`src/rbms_pkg.sv`:
```
// Purpose: shared constants and types of the reset and bus mode select block
// Assumes: 250 MHz core clock
// Notes:   mode codes follow the three configuration straps, bus-active first
package rbms_pkg;

    localparam int unsigned CLK_PERIOD_NS   = 4;
    // least low time of the external reset input, in ns
    localparam int unsigned RST_MIN_LOW_NS  = 100;
    localparam int unsigned RST_MIN_CYCLES  =
        (RST_MIN_LOW_NS + CLK_PERIOD_NS - 1) / CLK_PERIOD_NS;
    localparam int unsigned RST_CNT_W       = 8;

    localparam int unsigned SEG_PORT_W      = 2;
    localparam int unsigned CFG_W           = 3;
    localparam logic [2:0]  CFG_RESET_VAL   = 3'h4;
    localparam logic [1:0]  PORT_RESET_VAL  = 2'h0;

    typedef enum logic [2:0] {
        RBMS_DEMUX8  = 3'h0,
        RBMS_MUX8    = 3'h1,
        RBMS_MUX16   = 3'h2,
        RBMS_DEMUX16 = 3'h3,
        RBMS_SINGLE  = 3'h4,
        RBMS_RSVD5   = 3'h5,
        RBMS_RSVD6   = 3'h6,
        RBMS_RSVD7   = 3'h7
    } rbms_mode_e;

    typedef enum {
        RBMS_ST_RUN,
        RBMS_ST_RESET,
        RBMS_ST_INIT
    } rbms_state_e;

endpackage

```
`src/rbms_port_if.sv`:
```
// Purpose: carries the segment port controls between top and port slice
// Assumes: one clock domain
// Notes:   pins are split into output and output enable, with no pin input
`timescale 1ns/10ps
interface rbms_port_if;
    logic [1:0] dir;
    logic [1:0] data;
    logic       seg_en;
    logic [1:0] seg_addr;
    logic [1:0] pin_out;
    logic [1:0] pin_oe;

    modport ctl  (output dir, data, seg_en, seg_addr, input pin_out, pin_oe);
    modport port (input dir, data, seg_en, seg_addr, output pin_out, pin_oe);
endinterface

```
`src/rbms_top.sv`:
```
// Purpose: reset indication, strap capture and segment port steering
// Assumes: 250 MHz clock, asynchronous active-low reset
// Notes:   reset input and straps are pins and are synchronised here
`timescale 1ns/10ps
module rbms_top
    import rbms_pkg::*;
(
    // clock and reset
    input  wire logic                  clk_i,
    input  wire logic                  reset_n_i,
    input  wire logic                  clk_en_i,
    // pins
    input  wire logic                  external_reset_input_n_i,
    input  wire logic                  bus_active_select_i,
    input  wire logic                  bus_config_select_hi_i,
    input  wire logic                  bus_config_select_lo_i,
    // reset sources and end of init from the core
    input  wire logic                  sw_reset_i,
    input  wire logic                  wdt_reset_i,
    input  wire logic                  end_of_init_instruction_i,
    // segment port control
    input  wire logic [1:0]            port_dir_i,
    input  wire logic [1:0]            port_data_i,
    input  wire logic                  seg_addr_low_i,
    input  wire logic                  seg_addr_high_i,
    // outputs
    output logic                       internal_reset_indication_n_o,
    output logic                       core_reset_n_o,
    output rbms_pkg::rbms_mode_e       bus_mode_o,
    output logic                       ext_bus_o,
    output logic                       mode_reserved_o,
    output logic [1:0]                 segment_port_out_o,
    output logic [1:0]                 segment_port_oe_o
);
    import rbms_pkg::*;

    // three-flop synchronisers for reset pin and straps
    logic [2:0] rst_sync_q;
    logic [2:0] cfg_s1_q;
    logic [2:0] cfg_s2_q;
    logic [2:0] cfg_s3_q;
    logic       rst_lvl_q;

    // the first stage is read only by the second
    always_ff @(posedge clk_i or negedge reset_n_i) begin
        if (!reset_n_i) begin
            rst_sync_q <= 3'h7;
            cfg_s1_q   <= CFG_RESET_VAL;
            cfg_s2_q   <= CFG_RESET_VAL;
            cfg_s3_q   <= CFG_RESET_VAL;
        end else if (clk_en_i) begin
            rst_sync_q <= {rst_sync_q[1:0], external_reset_input_n_i};
            cfg_s1_q   <= {bus_active_select_i, bus_config_select_hi_i,
                           bus_config_select_lo_i};
            cfg_s2_q   <= cfg_s1_q;
            cfg_s3_q   <= cfg_s2_q;
        end
    end

    // a change counts once stages two and three agree
    wire logic rst_agree;
    assign rst_agree = rst_sync_q[1] == rst_sync_q[2];

    always_ff @(posedge clk_i or negedge reset_n_i) begin
        if (!reset_n_i) begin
            rst_lvl_q <= 1'b1;
        end else if (clk_en_i && rst_agree) begin
            rst_lvl_q <= rst_sync_q[2];
        end
    end

    // low-time counter: short glitches on the pin do not reset the part
    logic [RST_CNT_W-1:0] low_cnt_q;
    wire  logic [RST_CNT_W-1:0] low_cnt_d;
    wire  logic           hw_reset;
    localparam logic [RST_CNT_W-1:0] RST_MIN_CNT = RST_CNT_W'(RST_MIN_CYCLES);

    assign hw_reset  = low_cnt_q == RST_MIN_CNT;
    assign low_cnt_d = rst_lvl_q ? '0 :
                       (hw_reset ? low_cnt_q : low_cnt_q + 1'b1);

    always_ff @(posedge clk_i or negedge reset_n_i) begin
        if (!reset_n_i) begin
            low_cnt_q <= '0;
        end else if (clk_en_i) begin
            low_cnt_q <= low_cnt_d;
        end
    end

    // reset sequencing
    rbms_state_e state_q;
    rbms_state_e state_d;
    wire logic   any_reset;
    assign any_reset = hw_reset || sw_reset_i || wdt_reset_i;

    always_comb begin
        state_d = state_q;
        case (state_q)
            RBMS_ST_RESET: begin
                if (!any_reset) begin
                    state_d = RBMS_ST_INIT;
                end
            end
            RBMS_ST_INIT: begin
                if (any_reset) begin
                    state_d = RBMS_ST_RESET;
                end else if (end_of_init_instruction_i) begin
                    state_d = RBMS_ST_RUN;
                end
            end
            RBMS_ST_RUN: begin
                if (any_reset) begin
                    state_d = RBMS_ST_RESET;
                end
            end
            default: state_d = RBMS_ST_RESET;
        endcase
    end

    always_ff @(posedge clk_i or negedge reset_n_i) begin
        if (!reset_n_i) begin
            state_q <= RBMS_ST_RESET;
        end else if (clk_en_i) begin
            state_q <= state_d;
        end
    end

    // straps are captured only while a hardware reset is held, and only
    // once the last two synchroniser stages agree on the strap levels
    logic [2:0] cfg_q;
    wire  logic [2:0] cfg_d;
    wire  logic       cfg_take;
    assign cfg_take = hw_reset && (cfg_s2_q == cfg_s3_q);
    assign cfg_d    = cfg_take ? cfg_s3_q : cfg_q;

    always_ff @(posedge clk_i or negedge reset_n_i) begin
        if (!reset_n_i) begin
            cfg_q <= CFG_RESET_VAL;
        end else if (clk_en_i) begin
            cfg_q <= cfg_d;
        end
    end

    // mode decode
    function automatic logic is_ext_bus(input logic [2:0] code);
        return !code[2];
    endfunction

    wire logic ext_bus_d;
    wire logic rsvd_d;
    wire logic in_reset_d;
    assign ext_bus_d  = is_ext_bus(cfg_d);
    assign rsvd_d     = cfg_d[2] && (cfg_d[1:0] != 2'h0);
    assign in_reset_d = state_d != RBMS_ST_RUN;

    always_ff @(posedge clk_i or negedge reset_n_i) begin
        if (!reset_n_i) begin
            internal_reset_indication_n_o <= 1'b0;
            core_reset_n_o                <= 1'b0;
            bus_mode_o                    <= RBMS_SINGLE;
            ext_bus_o                     <= 1'b0;
            mode_reserved_o               <= 1'b0;
        end else if (clk_en_i) begin
            internal_reset_indication_n_o <= !in_reset_d;
            core_reset_n_o                <= state_d != RBMS_ST_RESET;
            bus_mode_o                    <= rbms_mode_e'(cfg_d);
            ext_bus_o                     <= ext_bus_d;
            mode_reserved_o               <= rsvd_d;
        end
    end

    // segment port
    rbms_port_if pif ();
    assign pif.dir      = port_dir_i;
    assign pif.data     = port_data_i;
    assign pif.seg_en   = is_ext_bus(cfg_q);
    assign pif.seg_addr = {seg_addr_high_i, seg_addr_low_i};

    rbms_seg_port u_port (
        .clk_i     (clk_i),
        .reset_n_i (reset_n_i),
        .clk_en_i  (clk_en_i),
        .pif       (pif.port)
    );

    assign segment_port_out_o = pif.pin_out;
    assign segment_port_oe_o  = pif.pin_oe;

    a_strap_hold: assert property (
        @(posedge clk_i) disable iff (!reset_n_i)
        clk_en_i && !hw_reset |=> cfg_q == $past(cfg_q))
        else $error("captured mode changed outside reset");

    a_rst_ind_low: assert property (
        @(posedge clk_i) disable iff (!reset_n_i)
        clk_en_i && any_reset |=> !internal_reset_indication_n_o)
        else $error("reset indication high during reset");

    a_end_of_init_instruction_release: assert property (
        @(posedge clk_i) disable iff (!reset_n_i)
        $rose(internal_reset_indication_n_o) |->
            $past(end_of_init_instruction_i))
        else $error("reset indication released without end of init");

    a_hw_reset_len: assert property (
        @(posedge clk_i) disable iff (!reset_n_i)
        $rose(hw_reset) |-> !$past(rst_lvl_q))
        else $error("hardware reset without low reset input");

    a_seg_drive: assert property (
        @(posedge clk_i) disable iff (!reset_n_i)
        clk_en_i && pif.seg_en && $past(clk_en_i)
        |=> segment_port_out_o == $past(pif.seg_addr))
        else $error("segment address not on port");

    a_dir_oe: assert property (
        @(posedge clk_i) disable iff (!reset_n_i)
        clk_en_i |=> segment_port_oe_o == $past(port_dir_i))
        else $error("port enable does not follow direction");

    a_mode_decode: assert property (
        @(posedge clk_i) disable iff (!reset_n_i)
        ext_bus_o |-> bus_mode_o < RBMS_SINGLE)
        else $error("external bus flag with non-bus mode");

    a_capture_now: assert property (
        @(posedge clk_i) disable iff (!reset_n_i)
        clk_en_i && cfg_take |=> cfg_q == $past(cfg_s3_q))
        else $error("straps not captured during reset");
endmodule

```
`src/rbms_seg_port.sv`:
```
// Purpose: two-pin segment port driver
// Assumes: controls come from registers on the same clock
// Notes:   output side registered so top outputs come from flops
`timescale 1ns/10ps
module rbms_seg_port
    import rbms_pkg::*;
(
    // clock and reset
    input  wire logic clk_i,
    input  wire logic reset_n_i,
    input  wire logic clk_en_i,
    // controls
    rbms_port_if.port pif
);
    wire logic [1:0] out_d;
    wire logic [1:0] oe_d;
    logic      [1:0] out_q;
    logic      [1:0] oe_q;

    // segment address drives the pin data when a bus mode is active
    assign out_d = pif.seg_en ? pif.seg_addr : pif.data;
    // a pin set as input floats its driver
    assign oe_d  = pif.dir;

    always_ff @(posedge clk_i or negedge reset_n_i) begin
        if (!reset_n_i) begin
            out_q <= PORT_RESET_VAL;
            oe_q  <= PORT_RESET_VAL;
        end else if (clk_en_i) begin
            out_q <= out_d;
            oe_q  <= oe_d;
        end
    end

    assign pif.pin_out = out_q;
    assign pif.pin_oe  = oe_q;

    a_input_floats: assert property (
        @(posedge clk_i) disable iff (!reset_n_i)
        clk_en_i |=> (oe_q & ~$past(pif.dir)) == 2'h0)
        else $error("port pin driven while set as input");
endmodule

```
`config.mk`:
```
export PLATFORM = sky130hd
export DESIGN_NAME = rbms_top
export DESIGN_NICKNAME = d
export VERILOG_FILES = /design/src/rbms_pkg.sv /design/src/rbms_port_if.sv /design/src/rbms_top.sv /design/src/rbms_seg_port.sv
export SDC_FILE = /design/constraint.sdc
export NUM_CORES = 1
export LEC_CHECK = 0
export ABC_AREA = 0
export ABC_CLOCK_PERIOD_IN_PS = 2400
export BUFFER_PORTS_ARGS = -buffer_cell sky130_fd_sc_hd__buf_2
export CELL_PAD_IN_SITES_DETAIL_PLACEMENT = 0
export CELL_PAD_IN_SITES_GLOBAL_PLACEMENT = 1
export CORE_MARGIN = 2
export CORE_UTILIZATION = 30
export CTS_CLUSTER_SIZE = 16
export DETAILED_ROUTE_END_ITERATION = 12
export PLACE_DENSITY = 0.58
export SLEW_MARGIN = 15
export SYNTH_ARGS = -nofsm -noshare
export SYNTH_HDL_FRONTEND = slang
export SYNTH_SLANG_ARGS = --single-unit
```
`constraint.sdc`:
```
create_clock -name clk_i -period 2.4 [get_ports clk_i]
set_clock_uncertainty 0.15 [all_clocks]
set_input_delay 0.36 -clock clk_i [delete_from_list [all_inputs] [get_ports clk_i]]
set_output_delay 0.36 -clock clk_i [all_outputs]
set_load 0.05 [all_outputs]
```
==> impl_metrics.csv, run 1 <==
group,metric,value,unit
clock_network,cts_buffers,9,
clock_network,cts_max_level,3,
synthesis,synth_edf_count,0,
die,start_util,31.3,%
power,ir_worst_vdd,0.385,mV
clock_network,cts_root_buffer,"clkbuf_8",
timing,setup_tns,0,ps
synthesis,synthDistinctLibCells,39,
worst_hold_path,hp-start,"port_dir_i[1]",
synthesis,async_flop_share,100,%
critical_path,cp_max_fo,7,
placement,gp_congestion,0.757,
detailed_routing,routed_via_density,4.54,
layout,mostFrequentLayoutCell,"dfrtp_1",
worst_hold_path,min_to,"u_port.pif.pin_oe[1]$_DFFE_PN0P_",
layout,multi_input_comb_area,930,sq um
clock_network,clkSinkCount,64,
critical_path,critPathLaunchType,"flip-flop",
clock_network,insertion_delay,330,ps
synthesis,ys_seq_area_share,62.0,%
outcome,status,"completed",
die,die_y,97.1,microns
global_route,grt_pass1_vias,1487,
timing,rsz0062_at_grt,"no",
layout,seqCellArea,1610,sq um
synthesis,synth_nets,225,
critical_path,r2r_start,"low_cnt_q[2]$_DFFE_PN0P_",
global_route,grt-ovfl-total,0,
die,die_w,97.1,microns
detailed_routing,ant_nets,0,
global_route,antenna_found_initial,0,
detailed_routing,first_iter_violations,58,
detailed_routing,drt-wirelength-per-cell,13.2,microns
timing,finalCritPeriodShare,74.8,%
die,die_area,9430,sq um
critical_path,critPathRequiredTime,2470,ps
synthesis,yosys_warnings,0,
timing,hold_viol_final,0,
clock_network,path_clk_slew,70,ps
die,io_pins,27,
clock_network,tritoncts,"done",
layout,fillers,793,
timing,max_slew_margin,71.0,%
global_route,grt_pass1_wl,7820,microns
synthesis,syn_avg_cell_area,12.6,sq um
detailed_routing,first_pass_iters,4,
synthesis,ys_dominant_reg_cell,"dfrtp_1",
layout,diodes,0,
worst_hold_path,hold_path_class,"primary input to flip-flop",
critical_path,r2r_cells,4,
placement,portBuffers,26,
timing,timing.fmax,0.557,GHz
die,core_area,8300,sq um
timing,maxSlewViolCount,0,
synthesis,syn_inst,207,
power,powerDensity,820,nW/um^2
critical_path,ff2ff_setup_slack,610,ps
detailed_routing,wirelength,4620,microns
power,p_leak,0.00144,uW
layout,final_cell_mix,"dfrtp_1 (55), nor2b_1 (30), buf_2 (26)",
layout,layout.nets,258,
global_route,grt_usage,10.8,%
detailed_routing,drc_errors,0,
synthesis,ys_seq_elements,64,
timing,finalCriticalPeriod,1790,ps
critical_path,critPathKind,"flip-flop to flip-flop",
critical_path,crit_arrival,1870,ps
critical_path,r2r_end,"bus_mode_o[0]$_DFFE_PN0P_",
detailed_routing,vias,1588,
synthesis,synthesis.area,2600,sq um
timing,setup_violations,0,
layout,drive_above_1_share,30.2,%
global_route,grt_max_degree,55,
run,cap_viol_max_count,0,
clock_network,cts_buffer_depth,2,
die,std_cell_rows,33,
layout,areaGrowthSynthToFinish,19.2,%
placement,dp_hpwl,3020,microns
timing,tightest_slew,436,ps
timing,timing.hold.ws,96.4,ps
critical_path,crit_path_end_kind,"flip-flop",
worst_hold_path,holdPathStages,2,
-- metrics by stage --
| step | power (uW) | setup WS, ps | utilization [%] | instances | instance area (sq um) |
|---|---|---|---|---|---|
| after floorplan | 1440 | 768 | - | 207 | 2600 |
| after global placement | 1540 | 636 | 34.6 | 333 | 2870 |
| after detailed placement | 1540 | 620 | 34.6 | 333 | 2870 |
| after CTS | 2590 | 585 | 37.4 | 350 | 3100 |
| after global routing | 2690 | 483 | 37.4 | 350 | 3100 |
| final | 2540 | 605 | 37.4 | 350 | 3100 |
-- cell usage after synthesis (3+ instances only) --
cell type,number,share of area [%]
dfrtp_1,55,53
nor2b_1,30,7.2
mux2_2,13,5.6
o21ai_0,10,1.9
a21oi_1,9,1.7
dfstp_2,9,9.1
nor2_1,8,1.2
nand2_1,7,1.0
nor4_1,7,1.7
clkbuf_1,6,0.87
inv_1,6,0.87
xor2_1,4,1.3
a22o_1,3,1.0
mux2_4,3,1.7
mux2i_1,3,1.2
nand4_1,3,0.72
-- layout make-up --
class | instances | area share [%]
sequential | 64 | 52.0
multi-input combinational | 128 | 30.0
timing repair buffer | 31 | 5.89
clock buffer | 12 | 4.68
tap | 105 | 4.24
clock inverter | 4 | 2.50
inverter | 6 | 0.726
-- flip-flops by register name, indices dropped and copies added, names as in the netlist --
signal,flops
bus_mode_o,3
cfg_s1_q,3
cfg_s2_q,3
cfg_s3_q,3
core_reset_n_o,1
ext_bus_o,1
internal_reset_indication_n_o,1
low_cnt_q,8
mode_reserved_o,1
rst_lvl_q,1
rst_sync_q,3
state_q,32
u_port.pif.pin_oe,2
u_port.pif.pin_out,2
-- repair_timing --
item,4_1_cts,5_1_grt
gates resized for setup,0,0
hold endpoints to repair,55,0
setup buffers,0,0
hold buffers,1,0
-- worst max path at each step --
stage | start | end | slack [ps]
global route | state_q[3]$_DFFE_PN0P_ | core_reset_n_o$_DFFE_PN0P_ | 480
floorplan | low_cnt_q[2]$_DFFE_PN0P_ | bus_mode_o[0]$_DFFE_PN0P_ | 770
CTS | state_q[3]$_DFFE_PN0P_ | internal_reset_indication_n_o$_DFFE_PN0P_ | 590
finish | low_cnt_q[2]$_DFFE_PN0P_ | bus_mode_o[0]$_DFFE_PN0P_ | 610
global placement | low_cnt_q[2]$_DFFE_PN0P_ | bus_mode_o[1]$_DFFE_PN0P_ | 640
detailed placement | low_cnt_q[2]$_DFFE_PN0P_ | bus_mode_o[0]$_DFFE_PN0P_ | 620
-- logic make-up (layout without fill, tap and decap cells) --
kind of cell | after synthesis | after routing | share of synthesized area, %
buf+inv | 15 | 53 | 2.26
fa+ha+maj | 2 | 2 | 0.962
flops | 64 | 64 | 62.0
xor+xnor | 6 | 6 | 2.02
simple gates | 69 | 69 | 16.4
mux | 19 | 19 | 8.51
compound gates | 32 | 32 | 7.84
-- worst max-delay path: stages (launching register included) --
cell and delay, ps:
dfrtp_1 450, nor4_2 370, and3_4 290, nand3_4 100
mux2_4 310
-- per-layer routing --
layer  up-vias  wire [microns]  track usage, %
met5         -               0               0
met2        33            1870            12.9
met1       753            2420            16.4
met4         0             153            7.80
met3        12             176            2.66
li1        790               -               -
-- power breakdown --
group	switching (uW)	internal [uW]
Sequential	78.2	1170
Clock	410	618
Combinational	162	110
Power figures use the tool's default switching activity.
==> run 2, diff against run 1 <==
--- a/config.mk
+++ b/config.mk
@@ -6,7 +6,7 @@
 export NUM_CORES = 1
 export LEC_CHECK = 0
 export ABC_AREA = 0
-export ABC_CLOCK_PERIOD_IN_PS = 2400
+export ABC_CLOCK_PERIOD_IN_PS = 1460
 export BUFFER_PORTS_ARGS = -buffer_cell sky130_fd_sc_hd__buf_2
 export CELL_PAD_IN_SITES_DETAIL_PLACEMENT = 0
 export CELL_PAD_IN_SITES_GLOBAL_PLACEMENT = 1
@@ -14,7 +14,7 @@
 export CORE_UTILIZATION = 30
 export CTS_CLUSTER_SIZE = 16
 export DETAILED_ROUTE_END_ITERATION = 12
-export PLACE_DENSITY = 0.58
+export PLACE_DENSITY = 0.6
 export SLEW_MARGIN = 15
 export SYNTH_ARGS = -nofsm -noshare
 export SYNTH_HDL_FRONTEND = slang
==> constraint.sdc (replaced) <==
create_clock -name clk_i -period 1.46 [get_ports clk_i]
set_clock_uncertainty 0.15 [all_clocks]
set_input_delay 0.219 -clock clk_i [delete_from_list [all_inputs] [get_ports clk_i]]
set_output_delay 0.219 -clock clk_i [all_outputs]
set_load 0.05 [all_outputs]
==> run 2 against run 1 <==
Net effect: the run now ends with setup timing left; die area is the same; sequential power grew 60%; cell count increased by 9.7%; worst setup slack got worse by 810 ps; critical path depth unchanged; clock power is 62% higher; total power increased by 74%; via count up 9.5%; sequential cell count unchanged; first-iteration DRC count fell by 21%; count of clock-buffer cells in the layout decreased by 2; hold slack got worse by 63 ps; largest cell class unchanged; highest routed layer unchanged.
==> impl_metrics.csv, run 2 (same netlist as run 1, synthesis figures left out) <==
group,metric,value,unit
critical_path,cp_max_fo,5,
timing,setup_ws,-209,ps
clock_network,cts_root_buffer,"clkbuf_8",
timing,finalCriticalPeriod,1670,ps
detailed_routing,wl_met2,2100,microns
global_route,grt_max_degree,23,
detailed_routing,first_pass_iters,4,
timing,maxSlewViolCount,0,
timing,timing.hold.ws,33.7,ps
layout,fin_util,42.2,%
run,cap_viol_max_count,0,
detailed_routing,top_layer,"met4",
layout,final_cell_mix,"dfrtp_1 (55), nor2b_1 (30), buf_4 (28)",
detailed_routing,first_iter_violations,46,
clock_network,path_clk_slew,70,ps
outcome,violations,"setup timing",
layout,largest_reg_flops,32,
clock_network,cts_buffer_depth,2,
detailed_routing,drc_errors,0,
critical_path,critPathKind,"flip-flop to flip-flop",
timing,setup_violations,12,
clock_network,clkSinkCount,64,
power,powerDensity,1260,nW/um^2
detailed_routing,wl_met1,2470,microns
layout,areaGrowthSynthToFinish,34.7,%
clock_network,tritoncts,"done",
detailed_routing,routed_via_density,4.53,
layout,regMostFlops,"state_q",
timing,max_slew_margin,80.3,%
power,total_power,4430,uW
die,die_area,9430,sq um
critical_path,crit_arrival,1740,ps
die,io_pins,27,
global_route,grt-ovfl-total,0,
critical_path,critPathLaunchType,"flip-flop",
die,die_y,97.1,microns
clock_network,cts_buffers,9,
detailed_routing,wirelength,4900,microns
timing,hold_viol_final,0,
placement,dp_hpwl,3370,microns
timing,finalCritPeriodShare,114,%
layout,fillers,774,
placement,dp_slack,-228,ps
timing,rsz0062_at_grt,"yes",
die,std_cell_rows,33,
layout,diodes,0,
timing,tightest_slew,294,ps
detailed_routing,vias,1739,
die,start_util,31.3,%
global_route,grt_pass1_wl,8680,microns
detailed_routing,wl_met3,164,microns
critical_path,crit_path_end_kind,"flip-flop",
global_route,antenna_found_initial,0,
global_route,grt_pass1_vias,1792,
timing,timing.fmax,0.599,GHz
clock_network,insertion_delay,340,ps
layout,largestRegisters,"state_q (32), low_cnt_q (8)",
die,die_w,97.1,microns
global_route,grt_usage,11.7,%
placement,portBuffers,26,
critical_path,critPathRequiredTime,1530,ps
layout,mostFrequentLayoutCell,"dfrtp_1",
detailed_routing,drt-wirelength-per-cell,12.8,microns
power,ir_worst_vdd,0.660,mV
die,core_area,8300,sq um
layout,drive_above_1_share,42.7,%
layout,layout.nets,292,
power,p_leak,0.00165,uW
placement,gp_congestion,0.759,
worst_hold_path,hold_path_class,"primary input to flip-flop",
detailed_routing,ant_nets,0,
outcome,status,"finished with violations",
clock_network,cts_max_level,3,
## run 2: final timing paths
check	startpoint	endpoint	slack (ps)	cells after the start
worst min-delay path	seg_addr_high_i	u_port.pif.pin_out[1]$_DFFE_PN0P_	30	3
worst max register to register	low_cnt_q[7]$_DFFE_PN0P_	bus_mode_o[1]$_DFFE_PN0P_	-210	4
max in group asynchronous	reset_n_i	state_q[3]$_DFFE_PN0P_	540	3
worst max-delay path	low_cnt_q[7]$_DFFE_PN0P_	bus_mode_o[1]$_DFFE_PN0P_	-210	4
worst min register to register	rst_sync_q[2]$_DFFE_PN1P_	rst_sync_q[2]$_DFFE_PN1P_	350	2
min in group asynchronous	reset_n_i	u_port.pif.pin_oe[1]$_DFFE_PN0P_	110	2
## run 2: area by class of cell
cell class              count  area [sq um]  share of cell area (%)
inverters                   6          22.5                   0.643
flip-flops and latches     64          1610                    46.0
repair buffers             65           488                    13.9
clock buffers              10           138                    3.93
multi-input cells         128          1030                    29.4
well taps                 105           131                    3.75
clock inverters             6          82.6                    2.36
## run 2: routing by layer
layer,vias to the layer above,global-route usage (%)
met5,-,0
met4,0,6.93
met3,15,3.31
met2,29,16.4
met1,840,16.0
li1,855,-
## run 2: stage by stage
step / area, sq um / setup TNS [ps] / instances
floorplan: 2600 / -546 / 207
global placement: 3070 / -1750 / 357
detailed placement: 3070 / -1950 / 357
CTS: 3420 / -1810 / 383
global route: 3500 / -2360 / 384
finish: 3500 / -1420 / 384
## run 2: critical path, stage by stage (launching register included)
cell and delay, ps:
dfrtp_1 410, nor4_4 300, and3_4 280, nand3_4 110
mux2_4 310
## run 2: what timing repair did
action                                 CTS  global route
setup buffers                            4             4
setup endpoints to repair               13            13
pin swaps                                7            13
endpoints found under the hold margin   63             0
hold buffers                             7             0
resized for setup                       12            14
## run 2: power by group
| group | internal, uW | switching (uW) | total (uW) |
|---|---|---|---|
| Combinational | 356 | 414 | 769 |
| Clock | 998 | 676 | 1670 |
| Sequential | 1910 | 74.6 | 1990 |
